$ cat config.mk
export PLATFORM = sky130hd
export DESIGN_NAME = wss_top
export DESIGN_NICKNAME = d
export VERILOG_FILES = /design/src/wss_pkg.sv /design/src/wss_top.sv
export SDC_FILE = /design/constraint.sdc
export NUM_CORES = 1
export LEC_CHECK = 0
export BUFFER_PORTS_ARGS = -buffer_cell sky130_fd_sc_hd__buf_2
export CAP_MARGIN = 40
export CORE_MARGIN = 4
export CORE_UTILIZATION = 46
export CTS_CLUSTER_SIZE = 24
export DETAILED_ROUTE_END_ITERATION = 10
export PLACE_DENSITY = 0.76
export SLEW_MARGIN = 10
export SYNTH_ARGS = -nofsm -noshare
export SYNTH_HDL_FRONTEND = slang
export SYNTH_SLANG_ARGS = --single-unit
$ cat constraint.sdc
create_clock -name clk_i -period 1.9 [get_ports clk_i]
set_input_delay 0.19 -clock clk_i [delete_from_list [all_inputs] [get_ports clk_i]]
set_output_delay 0.19 -clock clk_i [all_outputs]
set_load 0.01 [all_outputs]
$ cat src/wss_pkg.sv
package wss_pkg;

	// ---------------------------------------------------------------
	// register indices (byte address = 4 * index)
	// ---------------------------------------------------------------
	localparam logic [9:0] IDX_CLEAR = 10'h0E3;
	localparam logic [9:0] IDX_OSC   = 10'h0E0;
	localparam logic [9:0] IDX_SCR   = 10'h0FF;
	localparam logic [9:0] IDX_VMON  = 10'h1E4;
	localparam logic [9:0] IDX_DUTY  = 10'h1EB;

	// ---------------------------------------------------------------
	// field positions and values
	// ---------------------------------------------------------------
	localparam int SCR_GIE   = 7;
	localparam int SCR_WATCHDOG_RESET_FLAG  = 5;
	localparam int SCR_POWER_ON_FLAG  = 4;
	localparam int SCR_SLEEP = 3;
	localparam int SCR_STOP  = 0;
	localparam int OSC_LOWP  = 7;
	localparam int DUTY_LSB  = 6;
	localparam logic [7:0] CLEAR_BOTH_KEY = 8'h38;
	localparam logic [1:0] WD_LIMIT       = 2'h3;

	// reset values
	localparam logic [1:0] OSC_PERIOD_RST = 2'h0;
	localparam logic [1:0] DUTY_RST       = 2'h0;

	// sleep timer periods in 32 kHz ticks minus one, by period select
	localparam logic [14:0] PERIOD_0 = 15'h003F;
	localparam logic [14:0] PERIOD_1 = 15'h01FF;
	localparam logic [14:0] PERIOD_2 = 15'h0FFF;
	localparam logic [14:0] PERIOD_3 = 15'h7FFF;

	// detector off-time in 32 kHz ticks, by duty select
	localparam logic [8:0] DUTY_0 = 9'h07F;
	localparam logic [8:0] DUTY_1 = 9'h1FF;
	localparam logic [8:0] DUTY_2 = 9'h01F;
	localparam logic [8:0] DUTY_3 = 9'h007;

	// ---------------------------------------------------------------
	// timing
	// ---------------------------------------------------------------
	localparam int CLK_HZ        = 40000000;
	localparam int WAKE_MIN_US   = 75;
	localparam int WAKE_MAX_US   = 105;
	localparam int WAKE_MIN_CYC  = (WAKE_MIN_US * (CLK_HZ / 1000000));
	localparam int WAKE_MAX_CYC  = (WAKE_MAX_US * (CLK_HZ / 1000000));

	typedef enum logic [2:0] {
		WSS_AWAKE,
		WSS_REQ,
		WSS_WAIT_FALL,
		WSS_ASLEEP,
		WSS_PD_OFF,
		WSS_SAMPLE,
		WSS_RELEASE
	} wss_state_t;

endpackage

$ cat src/wss_top.sv
`timescale 1ns/100ps
`default_nettype none

// Contract
// clearing the power-on flag enables the watchdog permanently
// power-on reset disables the watchdog until the flag is cleared again
// sleep timer counts 32 kHz ticks, programmable period, interrupt on overflow
// watchdog counts timer overflows, resets the chip at three
// any clear write zeroes watchdog; 0x38 also zeroes the sleep timer
// sleep entered only via sleep bit; halt until interrupt or reset
// detector duty-cycled during sleep by the duty field
// 32 kHz oscillator keeps running in sleep, optional low-power mode
// any unmasked interrupt wakes regardless of global enable
// wake only with stop bit clear; stop keeps the CPU halted
// sleep forces internal clock; fast oscillator restarts on wake
// after wake the next instruction runs before any interrupt service
// sleep bit raises halt request at once; CPU samples on rising clock
// CPU acks next rising edge; power-down asserted on following falling edge
// power-down stops flash, fast oscillator, filter, bandgap
// wake interrupt synchronised on a falling 32 kHz edge
// next rising 32 kHz edge deasserts power-down
// following rising 32 kHz edge samples power-on and voltage detectors
// next falling 32 kHz edge drops halt request; CPU drops ack, resumes
// wake latency from interrupt to CPU running is 75 to 105 us
// sleep timer interrupt also fires while awake
// firmware masks non-wake interrupts before sleeping
// no watchdog reset while the power-on flag is set
// watchdog reset sets a flag firmware may clear but never set
// any reset zeroes the watchdog counter and the sleep timer
module wss_top (
	input  wire logic        clk_i,
	input  wire logic        rst_i,
	input  wire logic [11:0] wb_adr_i,
	input  wire logic [31:0] wb_dat_i,
	input  wire logic [3:0]  wb_sel_i,
	input  wire logic        wb_we_i,
	input  wire logic        wb_cyc_i,
	input  wire logic        wb_stb_i,
	output logic      [31:0] wb_dat_o,
	output logic             wb_ack_o,
	input  wire logic        lp_clk_i,
	input  wire logic        cpu_clock_i,
	input  wire logic        halt_acknowledge_i,
	input  wire logic        irq_pending_i,
	input  wire logic        global_irq_enable_i,
	input  wire logic        ppor_i,
	input  wire logic        low_voltage_detect_i,
	output logic             halt_request_o,
	output logic             power_down_o,
	output logic             clk_sel_int_o,
	output logic             fast_osc_run_o,
	output logic             lp_osc_lowpwr_o,
	output logic             detector_enable_o,
	output logic             sleep_tmr_irq_o,
	output logic             watchdog_reset_event_o
);

	// ---------------------------------------------------------------
	// state
	// ---------------------------------------------------------------
	wss_pkg::wss_state_t state_r;
	logic        lp_prev_r;
	logic        cpu_prev_r;
	logic [14:0] sleep_cnt_r;
	logic [1:0]  watchdog_counter_r;
	logic        wd_en_r;
	logic        wd_fire_r;
	logic        power_on_flag_r;
	logic        watchdog_reset_flag_r;
	logic        sleep_r;
	logic        stop_r;
	logic [1:0]  period_r;
	logic        lowp_r;
	logic [1:0]  duty_r;
	logic [8:0]  duty_cnt_r;
	logic        ppor_r;
	logic        lvd_r;
	logic        ack_r;
	logic [31:0] rdat_r;

	// ---------------------------------------------------------------
	// decode
	// ---------------------------------------------------------------
	logic       lp_rise;
	logic       lp_fall;
	logic       cpu_rise;
	logic       cpu_fall;
	logic       soft_rst;
	logic [9:0] idx;
	logic       wr_fire;
	logic       wr_lane0;
	logic [7:0] wbyte;
	logic       tmr_ovf;
	logic [14:0] period_max;
	logic [8:0]  duty_max;

	// both clocks are taken as synchronous levels; edges come from the previous sample
	assign lp_rise  = lp_clk_i & ~lp_prev_r;
	assign lp_fall  = ~lp_clk_i & lp_prev_r;
	assign cpu_rise = cpu_clock_i & ~cpu_prev_r;
	assign cpu_fall = ~cpu_clock_i & cpu_prev_r;

	// a watchdog reset reinitialises everything except the reset cause flags, watchdog enable and event, edge history, detector results and bus slave
	assign soft_rst = rst_i | wd_fire_r;
	assign idx      = wb_adr_i[11:2];
	assign wr_fire  = wb_cyc_i & wb_stb_i & wb_we_i & ack_r;
	assign wr_lane0 = wr_fire & wb_sel_i[0];
	assign wbyte    = wb_dat_i[7:0];

	// period and duty lookups
	always_comb begin
		case (period_r)
			2'h0:    period_max = wss_pkg::PERIOD_0;
			2'h1:    period_max = wss_pkg::PERIOD_1;
			2'h2:    period_max = wss_pkg::PERIOD_2;
			default: period_max = wss_pkg::PERIOD_3;
		endcase
		case (duty_r)
			2'h0:    duty_max = wss_pkg::DUTY_0;
			2'h1:    duty_max = wss_pkg::DUTY_1;
			2'h2:    duty_max = wss_pkg::DUTY_2;
			default: duty_max = wss_pkg::DUTY_3;
		endcase
	end

	assign tmr_ovf = lp_rise & (sleep_cnt_r >= period_max);

	// ---------------------------------------------------------------
	// edge history
	// ---------------------------------------------------------------
	always_ff @(posedge clk_i) begin
		if (rst_i) begin
			lp_prev_r  <= 1'b0;
			cpu_prev_r <= 1'b0;
		end else begin
			lp_prev_r  <= lp_clk_i;
			cpu_prev_r <= cpu_clock_i;
		end
	end

	// ---------------------------------------------------------------
	// sleep timer
	// ---------------------------------------------------------------
	// runs in every state, so periodic interrupts continue while awake
	always_ff @(posedge clk_i) begin
		if (soft_rst) begin
			sleep_cnt_r     <= 15'h0000;
			sleep_tmr_irq_o <= 1'b0;
		end else begin
			sleep_tmr_irq_o <= tmr_ovf;
			if (wr_lane0 && idx == wss_pkg::IDX_CLEAR &&
			    wbyte == wss_pkg::CLEAR_BOTH_KEY)
				sleep_cnt_r <= 15'h0000;
			else if (tmr_ovf)
				sleep_cnt_r <= 15'h0000;
			else if (lp_rise)
				sleep_cnt_r <= sleep_cnt_r + 15'h0001;
		end
	end

	// ---------------------------------------------------------------
	// watchdog
	// ---------------------------------------------------------------
	// a clear write and an overflow in one cycle: the clear wins, as the write
	// restarts the whole watchdog period
	always_ff @(posedge clk_i) begin
		if (soft_rst) begin
			watchdog_counter_r <= 2'h0;
			wd_fire_r          <= 1'b0;
		end else begin
			wd_fire_r <= 1'b0;
			if (wr_fire && idx == wss_pkg::IDX_CLEAR)
				watchdog_counter_r <= 2'h0;
			else if (tmr_ovf && wd_en_r && !power_on_flag_r) begin
				if (watchdog_counter_r == wss_pkg::WD_LIMIT - 2'h1) begin
					watchdog_counter_r <= 2'h0;
					wd_fire_r          <= 1'b1;
				end else
					watchdog_counter_r <= watchdog_counter_r + 2'h1;
			end
		end
	end

	// enable survives a watchdog reset; only the power-on reset clears it
	always_ff @(posedge clk_i) begin
		if (rst_i)
			wd_en_r <= 1'b0;
		else if (!power_on_flag_r)
			wd_en_r <= 1'b1;
	end

	always_ff @(posedge clk_i) begin
		if (rst_i)
			watchdog_reset_event_o <= 1'b0;
		else
			watchdog_reset_event_o <= wd_fire_r;
	end

	// ---------------------------------------------------------------
	// reset cause flags
	// ---------------------------------------------------------------
	// firmware can only clear these (write 0); hardware set wins over clear
	always_ff @(posedge clk_i) begin
		if (rst_i) begin
			power_on_flag_r       <= 1'b1;
			watchdog_reset_flag_r <= 1'b0;
		end else begin
			if (wr_lane0 && idx == wss_pkg::IDX_SCR && !wbyte[wss_pkg::SCR_POWER_ON_FLAG])
				power_on_flag_r <= 1'b0;
			if (wd_fire_r)
				watchdog_reset_flag_r <= 1'b1;
			else if (wr_lane0 && idx == wss_pkg::IDX_SCR && !wbyte[wss_pkg::SCR_WATCHDOG_RESET_FLAG])
				watchdog_reset_flag_r <= 1'b0;
		end
	end

	// ---------------------------------------------------------------
	// control registers
	// ---------------------------------------------------------------
	// the sleep bit self-clears when the wake sequence releases the CPU
	always_ff @(posedge clk_i) begin
		if (soft_rst) begin
			sleep_r  <= 1'b0;
			stop_r   <= 1'b0;
			period_r <= wss_pkg::OSC_PERIOD_RST;
			lowp_r   <= 1'b0;
			duty_r   <= wss_pkg::DUTY_RST;
		end else begin
			if (wr_lane0 && idx == wss_pkg::IDX_SCR) begin
				sleep_r <= wbyte[wss_pkg::SCR_SLEEP];
				stop_r  <= wbyte[wss_pkg::SCR_STOP];
			end else if (state_r == wss_pkg::WSS_RELEASE && lp_fall)
				sleep_r <= 1'b0;
			if (wr_lane0 && idx == wss_pkg::IDX_OSC) begin
				period_r <= wbyte[1:0];
				lowp_r   <= wbyte[wss_pkg::OSC_LOWP];
			end
			if (wr_lane0 && idx == wss_pkg::IDX_DUTY)
				duty_r <= wbyte[wss_pkg::DUTY_LSB +: 2];
		end
	end

	// ---------------------------------------------------------------
	// sleep / wake sequencer
	// ---------------------------------------------------------------
	always_ff @(posedge clk_i) begin
		if (soft_rst)
			state_r <= wss_pkg::WSS_AWAKE;
		else begin
			case (state_r)
				wss_pkg::WSS_AWAKE:
					if (sleep_r)
						state_r <= wss_pkg::WSS_REQ;
				wss_pkg::WSS_REQ:
					if (cpu_rise && halt_acknowledge_i)
						state_r <= wss_pkg::WSS_WAIT_FALL;
				wss_pkg::WSS_WAIT_FALL:
					if (cpu_fall)
						state_r <= wss_pkg::WSS_ASLEEP;
				wss_pkg::WSS_ASLEEP:
					// global enable is deliberately not looked at
					if (lp_fall && irq_pending_i && !stop_r)
						state_r <= wss_pkg::WSS_PD_OFF;
				wss_pkg::WSS_PD_OFF:
					if (lp_rise)
						state_r <= wss_pkg::WSS_SAMPLE;
				wss_pkg::WSS_SAMPLE:
					if (lp_rise)
						state_r <= wss_pkg::WSS_RELEASE;
				wss_pkg::WSS_RELEASE:
					if (lp_fall)
						state_r <= wss_pkg::WSS_AWAKE;
				default:
					state_r <= wss_pkg::WSS_AWAKE;
			endcase
		end
	end

	// halt request rises the cycle after the sleep write lands; it stays up
	// through the whole sleep and while the stop bit is set
	always_ff @(posedge clk_i) begin
		if (soft_rst)
			halt_request_o <= 1'b0;
		else if (stop_r)
			halt_request_o <= 1'b1;
		else if (state_r == wss_pkg::WSS_AWAKE)
			halt_request_o <= sleep_r;
		else if (state_r == wss_pkg::WSS_RELEASE && lp_fall)
			halt_request_o <= 1'b0;
	end

	// power-down and its dependents
	always_ff @(posedge clk_i) begin
		if (soft_rst) begin
			power_down_o   <= 1'b0;
			fast_osc_run_o <= 1'b1;
			clk_sel_int_o  <= 1'b1;
		end else begin
			if (state_r == wss_pkg::WSS_WAIT_FALL && cpu_fall) begin
				power_down_o   <= 1'b1;
				fast_osc_run_o <= 1'b0;
			end else if (state_r == wss_pkg::WSS_PD_OFF && lp_rise) begin
				power_down_o   <= 1'b0;
				fast_osc_run_o <= 1'b1;
			end
			// forced on entry; firmware owns any external clock choice afterwards
			if (state_r == wss_pkg::WSS_REQ)
				clk_sel_int_o <= 1'b1;
			else if (wr_lane0 && idx == wss_pkg::IDX_OSC)
				clk_sel_int_o <= ~wbyte[2];              // bit 2, clear of the period field
		end
	end

	// low-power oscillator mode bit is passed out; the oscillator itself never stops
	always_ff @(posedge clk_i) begin
		if (soft_rst)
			lp_osc_lowpwr_o <= 1'b0;
		else
			lp_osc_lowpwr_o <= lowp_r;
	end

	// ---------------------------------------------------------------
	// detector duty cycling
	// ---------------------------------------------------------------
	// on for one 32 kHz period, then off for the chosen count; longer off time
	// saves power at the cost of detection latency
	always_ff @(posedge clk_i) begin
		if (soft_rst) begin
			duty_cnt_r        <= 9'h000;
			detector_enable_o <= 1'b1;
		end else if (!power_down_o) begin
			duty_cnt_r        <= 9'h000;
			detector_enable_o <= 1'b1;
		end else if (lp_rise) begin
			if (duty_cnt_r >= duty_max) begin
				duty_cnt_r        <= 9'h000;
				detector_enable_o <= 1'b1;
			end else begin
				duty_cnt_r        <= duty_cnt_r + 9'h001;
				detector_enable_o <= 1'b0;
			end
		end
	end

	// detector results: tracked while awake, sampled once during wake
	always_ff @(posedge clk_i) begin
		if (rst_i) begin
			ppor_r <= 1'b0;
			lvd_r  <= 1'b0;
		end else if ((state_r == wss_pkg::WSS_SAMPLE && lp_rise) ||
		             state_r == wss_pkg::WSS_AWAKE) begin
			ppor_r <= ppor_i;
			lvd_r  <= low_voltage_detect_i;
		end
	end

	// ---------------------------------------------------------------
	// wishbone slave
	// ---------------------------------------------------------------
	// one wait state: ack one cycle after stb, dropped the cycle after
	always_ff @(posedge clk_i) begin
		if (rst_i) begin
			ack_r  <= 1'b0;
			rdat_r <= 32'h0000_0000;
		end else begin
			ack_r  <= wb_cyc_i & wb_stb_i & ~ack_r;
			rdat_r <= 32'h0000_0000;
			if (wb_cyc_i && wb_stb_i && !ack_r && !wb_we_i) begin
				case (idx)
					wss_pkg::IDX_SCR:
						rdat_r[7:0] <= {global_irq_enable_i, 1'b0,
						                watchdog_reset_flag_r, power_on_flag_r,
						                sleep_r, 2'h0, stop_r};
					wss_pkg::IDX_OSC:
						rdat_r[7:0] <= {lowp_r, 4'h0, ~clk_sel_int_o, period_r};
					wss_pkg::IDX_DUTY:
						rdat_r[7:0] <= {duty_r, 6'h00};
					wss_pkg::IDX_VMON:
						rdat_r[7:0] <= {6'h00, lvd_r, ppor_r};
					default:
						rdat_r <= 32'h0000_0000;
				endcase
			end
		end
	end

	assign wb_ack_o = ack_r;
	assign wb_dat_o = rdat_r;

endmodule

`default_nettype wire

==> results of run 1 <==
[flip-flops by register name (all words and copies together) (netlist names), 2 cells and up]
| name | flops |
|---|---|
| sleep_cnt_r | 15 |
| watchdog_counter_r | 2 |
| state_r | 3 |
| duty_cnt_r | 9 |
| period_r | 2 |
| wb_dat_o | 8 |
| duty_r | 2 |
[metal layers]
layer / share of wire / vias to the layer above / track usage
met5: 0 / - / 0
met4: 0.017 / 0 / 0.07526
met3: 0.064 / 12 / 0.04250
met2: 0.48 / 96 / 0.2878
met1: 0.44 / 1323 / 0.2346
li1: - / 1382 / -
[critical path, stage by stage (launching register included)]
cell      delay (ns)
dfxtp_4         0.37
nor2_4          0.15
ha_4            0.15
nor2b_2         0.14
a211oi_2        0.05
o21ai_1         0.17
o21ai_2         0.08
buf_6           0.13
a211oi_4        0.30
mux2i_1         0.22
[cell type report]
class	instances	area (sq um)	area share
multi-input cells	285	1834	0.4724
flip-flops and latches	61	1229	0.3165
repair buffers	81	498.0	0.1283
clock buffers	11	151.4	0.03899
well taps	77	96.34	0.02481
clock inverters	4	47.55	0.01225
inverters	7	26.28	0.006768
[synth_stat cells, drive strengths merged (8+ instances only)]
library cell / number / share of area
buf: 29 / 0.067
xnor2: 8 / 0.022
and3: 8 / 0.016
nand2b: 8 / 0.016
nand2: 28 / 0.033
o21ai: 11 / 0.019
mux2i: 11 / 0.035
xor2: 16 / 0.045
nor2: 52 / 0.062
dfxtp: 61 / 0.39
a21oi: 30 / 0.048
ha: 12 / 0.048
nand3: 18 / 0.030
[final timing paths]
path	from	to	slack (ns)
worst min-delay path	cpu_clock_i	cpu_prev_r	0.08
worst max-delay path	period_r[0]	watchdog_counter_r[1]	0.07
worst max register to register	period_r[0]	watchdog_counter_r[1]	0.07
worst min register to register	detector_enable_o	detector_enable_o	0.44
[layout by cell type, fill, tap and decap left out, types with 3 or more instances in the layout]
cell type | synthesis | routed
buf_2 | 4 | 47
mux2i_1 | 11 | 11
ha_1 | 12 | 7
ha_4 | 0 | 4
a22oi_1 | 3 | 3
buf_4 | 24 | 32
nor2_1 | 52 | 50
nand2_1 | 28 | 27
dfxtp_1 | 61 | 59
nor2b_1 | 4 | 3
inv_1 | 7 | 7
conb_1 | 1 | 24
o21ai_0 | 9 | 8
a21oi_1 | 30 | 30
and3_1 | 7 | 7
nor4_1 | 3 | 3
nor3_1 | 6 | 5
nand4_1 | 6 | 6
xnor2_1 | 8 | 8
clkbuf_8 | 0 | 11
nand3_1 | 17 | 16
nand2b_1 | 8 | 8
xor2_1 | 16 | 16
[power groups by stage]
| stage | clock [mW] | sequential, mW | combinational, mW |
|---|---|---|---|
| after floorplan | 0 | 1.32 | 0.118 |
| after global routing | 1.25 | 1.29 | 0.180 |
| after detailed placement | 0 | 1.32 | 0.158 |
| final | 1.17 | 1.29 | 0.165 |
| after global placement | 0 | 1.32 | 0.155 |
| after CTS | 1.20 | 1.29 | 0.160 |
[logic make-up after synthesis]
| group | after synthesis |
|---|---|
| xor gates and xnor gates | 24 |
| buffers and inverters | 43 |
| AOI/OAI and AO/OA | 60 |
| other | 1 |
| adders and majority gates | 12 |
| muxes | 11 |
| and+or+nand+nor | 154 |
| DFF | 61 |
[stage by stage]
stage | instance area (sq um) | power, mW | cells | hold slack, ns | TNS, ns
2_1_floorplan | 3232 | 1.441 | 389 | 0.3182 | 0
3_3_place_gp | 3558 | 1.477 | 508 | 0.4268 | 0
3_5_place_dp | 3558 | 1.481 | 508 | 0.4342 | -0.008794
4_1_cts | 3770 | 2.651 | 524 | 0.06982 | 0
5_1_grt | 3882 | 2.720 | 526 | 0.1070 | -0.08181
6_report | 3882 | 2.625 | 526 | 0.08389 | 0
[repair_timing]
| item | in CTS | in global routing |
|---|---|---|
| pin swaps | 2 | 10 |
| endpoints found under the setup margin | 3 | 14 |
| hold endpoints to repair | 0 | 0 |
| resized for setup | 3 | 19 |
| hold buffers | 0 | 0 |
| setup buffers | 1 | 2 |
==> summary.txt, run 1 <==
Synth
  – Synth Area in Adders: 0.04773
  – Compound-Gate Fraction of Synth Area: 0.1185
  – Count of cell types in the netlist: 56
  – Main combinational cell family by area after synthesis: simple AND/OR/NAND/NOR gates
  – Mapped Cells: 366
  – #FFs+latches synth: 61
  – Multiplexer area fraction after synthesis: 0.03500
  – Mean Syn Cell Area: ~8.6 sq um
  – Synth warn: 0
  – Ys async rst share: 0
  – Ys flop type: dfxtp_1
  – Xor/xnor cell area share of the yosys netlist: 0.06683
  – Mapped cell area: 3146 sq um
  – Post-synthesis sequential area ratio: 0.3882
  – Post-synthesis simple-gate area fraction: 0.2586
  – Post-synth EDFFs: 0

Routing
  – Drt first pass iters: 4
  – Post-Route WL: 7484 microns
  – Initial drt markers: 122
  – Via count: about 2800
  – Drt wl/cell: about 14 microns
  – Drt drc: 0
  – Routed Antenna Nets: 0
  – Vias/cell: 5.348

Pwr
  – Peak supply drop: about 0.51 mV
  – P_int: 2.016 mW
  – Clock share of power: 0.445
  – Power Dens Cells: 676.1 nW/um^2
  – Gate power share: 0.063
  – P_leak: 1.682 nW
  – Flop pwr share: 0.492
  – Switching part of the total power: 0.2319
  – Psw: 0.6087 mW

STA
  – Fin crit period: 1.831 ns
  – Final slew viol count: 0
  – Rel. slew slack: 0.5912
  – Worst slew pin tran: 0.6053 ns
  – Final Cycle Share: 0.9639
  – RSZ-0062 raised after global routing: yes
  – Final setup vio count: 0
  – Max Freq: 0.5461 GHz
  – Clk_skew: between 0.004 and 0.005 ns
  – Final WS setup: 0.06868 ns
  – Final Hold Viols: 0

Clock tree
  – Root buf cell: clkbuf_8
  – Clock Sinks: a little over 60
  – Reg clk slew, reported paths: 0.07 ns
  – Clock tree buffer depth: 2
  – H-tree levels: 3
  – Total CTS buffers: 9
  – Clk_lat worst skew: 0.35 ns
  – CTS tree: done

Die
  – Core area: ~6500 sq um
  – Initial Util: 0.4843
  – Die Ht: 90.69 microns
  – Row cnt: 29
  – Die area: between 8000 and 9000 sq um
  – Die X: 90.69 microns
  – # IOs: 101

Setup path
  – Worst Path Required: 2.18 ns
  – Worst EP arrival: 2.11 ns
  – CP endpoint kind: flop
  – Critical Path Source Type: flop
  – Setup CP Type: reg2reg
  – R2r worst-path depth: 9
  – Crit Path Max Fanout: 4

Worst hold path
  – Hold crit path type: in2reg
  – Number of cells on the worst hold path: 2

Global route
  – Largest net degree at the start of global routing: 14
  – Total GRT Usage: 0.1810
  – GRT Residual Overflow: 0
  – Initial antenna violation count: 0
  – Vias in the first global route: 2579
  – First-pass GRT wire length: 12140 microns

Run status
  – Outcome: completed

Place
  – Pre-CTS setup slack: -0.008794 ns
  – Number of I/O port buffers: 47
  – GPL Wtd Cong: between 0.8 and 0.9
  – DPL Wire Length: 5413 microns

Layout
  – Finished Core Util: 0.5978
  – Nets: 517
  – Share of layout cells above drive strength 1: 0.2717
  – Fillers: 560
  – Area growth from synthesis to layout: 23.43%
  – Antenna cell count: 0

Run
  – Max-Cap Viols: 0
Note: power is estimated with default switching activity, not from simulation.
==> run 2: changes to the inputs <==
==> constraint.sdc (replaced) <==
create_clock -name clk_i -period 1.9 [get_ports clk_i]
set_input_delay 0 -clock clk_i [delete_from_list [all_inputs] [get_ports clk_i]]
set_output_delay 0 -clock clk_i [all_outputs]
set_load 0.01 [all_outputs]
==> run 2 against run 1 <==
Sequential cell count unchanged. Clock skew rose by 0.0038 ns. Register-to-register slack worse by 0.04 ns. Design area grew 5.0%. Clock-buffer cell count shrank 1. Core utilization rose by 3.0 points. Power up 12%. Critical path type unchanged. Die area stayed put. Largest cell class unchanged. Highest routed layer unchanged. Clock power up 24%. Largest power group is now clock. Global-route usage up 1.9 points.
==> summary.txt, run 2 (synthesis gave the netlist of run 1 again) <==
Setup path
  – Crit Path Max Fanout: 4 (unchanged)
  – Worst EP arrival: 2.16 ns (was 2.11 ns)
  – Critical path's slowest cell: dfxtp_4 (unchanged)
  – Crit path cell chain: nand2_2, ha_1, nand3_1, nor3_2, o21ai_2, buf_6, a211oi_4, mux2i_1 (was nor2_4, ha_4, nor2b_2, a211oi_2, o21ai_1, o21ai_2, buf_6, a211oi_4, mux2i_1)
  – Critical Path Source Type: flop (unchanged)
  – Setup CP Type: reg2reg (unchanged)
  – R2r worst-path depth: 8 (was 9)
  – Reg2reg end: watchdog_counter_r[1] (unchanged)
  – CP endpoint kind: flop (unchanged)
  – Setup slack, reg-to-reg: 0.03 ns (was 0.07 ns)
  – Slowest stage delay, CP: 0.38 ns (was 0.37 ns)
  – Reg-to-Reg Start: period_r[0] (unchanged)
  – Critical path buffers and inverters: 1 (unchanged)
  – Worst Path Required: 2.19 ns (was 2.18 ns)
  – Cell family with most CP delay: compound AO/OA/AOI/OAI gates (unchanged)

Global route
  – First-pass GRT wire length: 13320 microns (was 12140 microns)
  – GRT Residual Overflow: 0 (unchanged)
  – Largest net degree at the start of global routing: 14 (unchanged)
  – Vias in the first global route: 2865 (was 2579)
  – Total GRT Usage: 0.2002 (was 0.1810)
  – Initial antenna violation count: 0 (unchanged)

Clock tree
  – H-tree levels: 3 (unchanged)
  – Root buf cell: clkbuf_8 (unchanged)
  – CTS tree: done (unchanged)
  – Clk_lat worst skew: 0.36 ns (was 0.35 ns)
  – Clock Sinks: 61 (unchanged)
  – Clock tree buffer depth: 2 (unchanged)
  – Reg clk slew, reported paths: 0.07 ns (about the same)
  – Total CTS buffers: 9 (unchanged)

Place
  – Placed instance area: 3536 sq um (was 3558 sq um)
  – Pre-CTS setup slack: -0.09934 ns (was -0.008794 ns)
  – DPL Wire Length: 5448 microns (was 5413 microns)
  – GPL Wtd Cong: 0.8996 (was 0.8769)
  – Placed insts: 505 (was 508)
  – Number of I/O port buffers: 47 (unchanged)

Layout
  – Largest register by flop count: sleep_cnt_r (unchanged)
  – FF+latch area: 1231 sq um (was 1229 sq um)
  – Area growth from synthesis to layout: 29.55% (was 23.43%)
  – Largest register FFs: 15 (unchanged)
  – Fillers: 517 (was 560)
  – Nets: 533 (was 517)
  – Footprint of the multi-input gates: 1809 sq um (was 1834 sq um)
  – Post-route design area: 4075 sq um (was 3882 sq um)
  – Share of layout cells above drive strength 1: 0.2532 (was 0.2717)
  – Most common cell after layout, fill and taps aside: dfxtp_1 (unchanged)
  – Finished Core Util: 0.6274 (was 0.5978)
  – Antenna cell count: 0 (unchanged)
  – Most frequent cells in the layout: dfxtp_1 (57), nor2_1 (51), buf_2 (47) (was dfxtp_1 (59), nor2_1 (50), buf_2 (47))
  – Fin cells: 543 (was 526)

Run
  – Max-Cap Viols: 0 (unchanged)

Routing
  – Via count: 2868 (was 2813)
  – Post-Route WL: 8031 microns (was 7484 microns)
  – Routed Antenna Nets: 0 (unchanged)
  – Drt wl/cell: 14.79 microns (was 14.23 microns)
  – Vias/cell: 5.282 (was 5.348)
  – Initial drt markers: 90 (was 122)
  – Drt first pass iters: 4 (unchanged)
  – Drt drc: 0 (unchanged)

Die
  – Core area: 6495 sq um (unchanged)
  – Row cnt: 29 (unchanged)
  – Die Ht: 90.69 microns (unchanged)
  – Initial Util: 0.4843 (unchanged)
  – Die area: 8225 sq um (unchanged)
  – Die X: 90.69 microns (unchanged)
  – # IOs: 101 (unchanged)

Pwr
  – PnR Total Power: 2.940 mW (was 2.625 mW)
  – Power Dens Cells: 721.4 nW/um^2 (was 676.1 nW/um^2)
  – P_leak: 1.743 nW (was 1.682 nW)
  – Peak supply drop: 0.4801 mV (was 0.5077 mV)

STA
  – RSZ-0062 raised after global routing: yes (unchanged)
  – Max Freq: 0.5336 GHz (was 0.5461 GHz)
  – Final slew viol count: 0 (unchanged)
  – Final WS setup: 0.02589 ns (was 0.06868 ns)
  – Final setup vio count: 0 (unchanged)
  – Rel. slew slack: 0.5981 (was 0.5912)
  – Fin crit period: 1.874 ns (was 1.831 ns)
  – Final Cycle Share: 0.9864 (was 0.9639)
  – Worst slew pin tran: 0.5950 ns (was 0.6053 ns)
  – Final Hold Viols: 0 (unchanged)
  – Clk_skew: 0.008503 ns (was 0.004722 ns)

Run status
  – Outcome: completed (unchanged)

Worst hold path
  – Hold_sp: wb_adr_i[4] (was cpu_clock_i)
  – Number of cells on the worst hold path: 4 (was 2)
  – Hold crit path type: in2reg (unchanged)
  – WHS Endpoint: duty_r[0] (was cpu_prev_r)
## run 2: area by class of cell
cell class,count,share of cell area
Multi-Input combinational cell,285,0.4440
Sequential cell,61,0.3021
Timing Repair Buffer,97,0.1630
Clock buffer,10,0.03377
Clock inverter,6,0.02702
Tap cell,77,0.02364
Inverter,7,0.006448
## run 2: worst max path at each step
stage	from	end	slack, ns	cells past startpoint
floorplan	period_r[1]	sleep_cnt_r[10]	0.08	9
global placement	period_r[1]	watchdog_counter_r[0]	0.03	9
detailed placement	period_r[1]	watchdog_counter_r[0]	-0.1	9
CTS	period_r[1]	watchdog_counter_r[1]	0.008	8
global route	period_r[0]	watchdog_counter_r[0]	-0.10	8
finish	period_r[0]	watchdog_counter_r[1]	0.03	8
## run 2: through the flow
step,hold slack [ns],setup TNS [ns]
after CTS,0.06246,0
final,0.07161,0
after detailed placement,0.2406,-0.2755
after global routing,0.09602,-0.2723
after global placement,0.2371,0
after floorplan,0.1282,0
## run 2: per-layer routing
metal / up-vias / track usage / part of all wire
li1: 1414 / - / -
met1: 1339 / 0.2286 / 0.42
met2: 93 / 0.3397 / 0.50
met3: 22 / 0.06083 / 0.054
met4: 0 / 0.09439 / 0.026
met5: - / 0 / 0
## run 2: what timing repair did
action,4_1_cts,5_1_grt
hold buffers,20,0
setup endpoints to repair,6,26
resized for setup,8,12
endpoints found under the hold margin,19,0
setup buffers,1,1
pin swaps,6,8
## run 2: worst min-delay path: stages
cell	delay [ns]
buf_2	0.13
nor4_2	0.08
mux2i_1	0.11
nor2_1	0.07
## run 2: where the power goes
part | internal (mW) | switching [mW]
clock | 0.904 | 0.550
combinational | 0.0900 | 0.105
sequential | 1.28 | 0.00632
total | 2.28 | 0.661
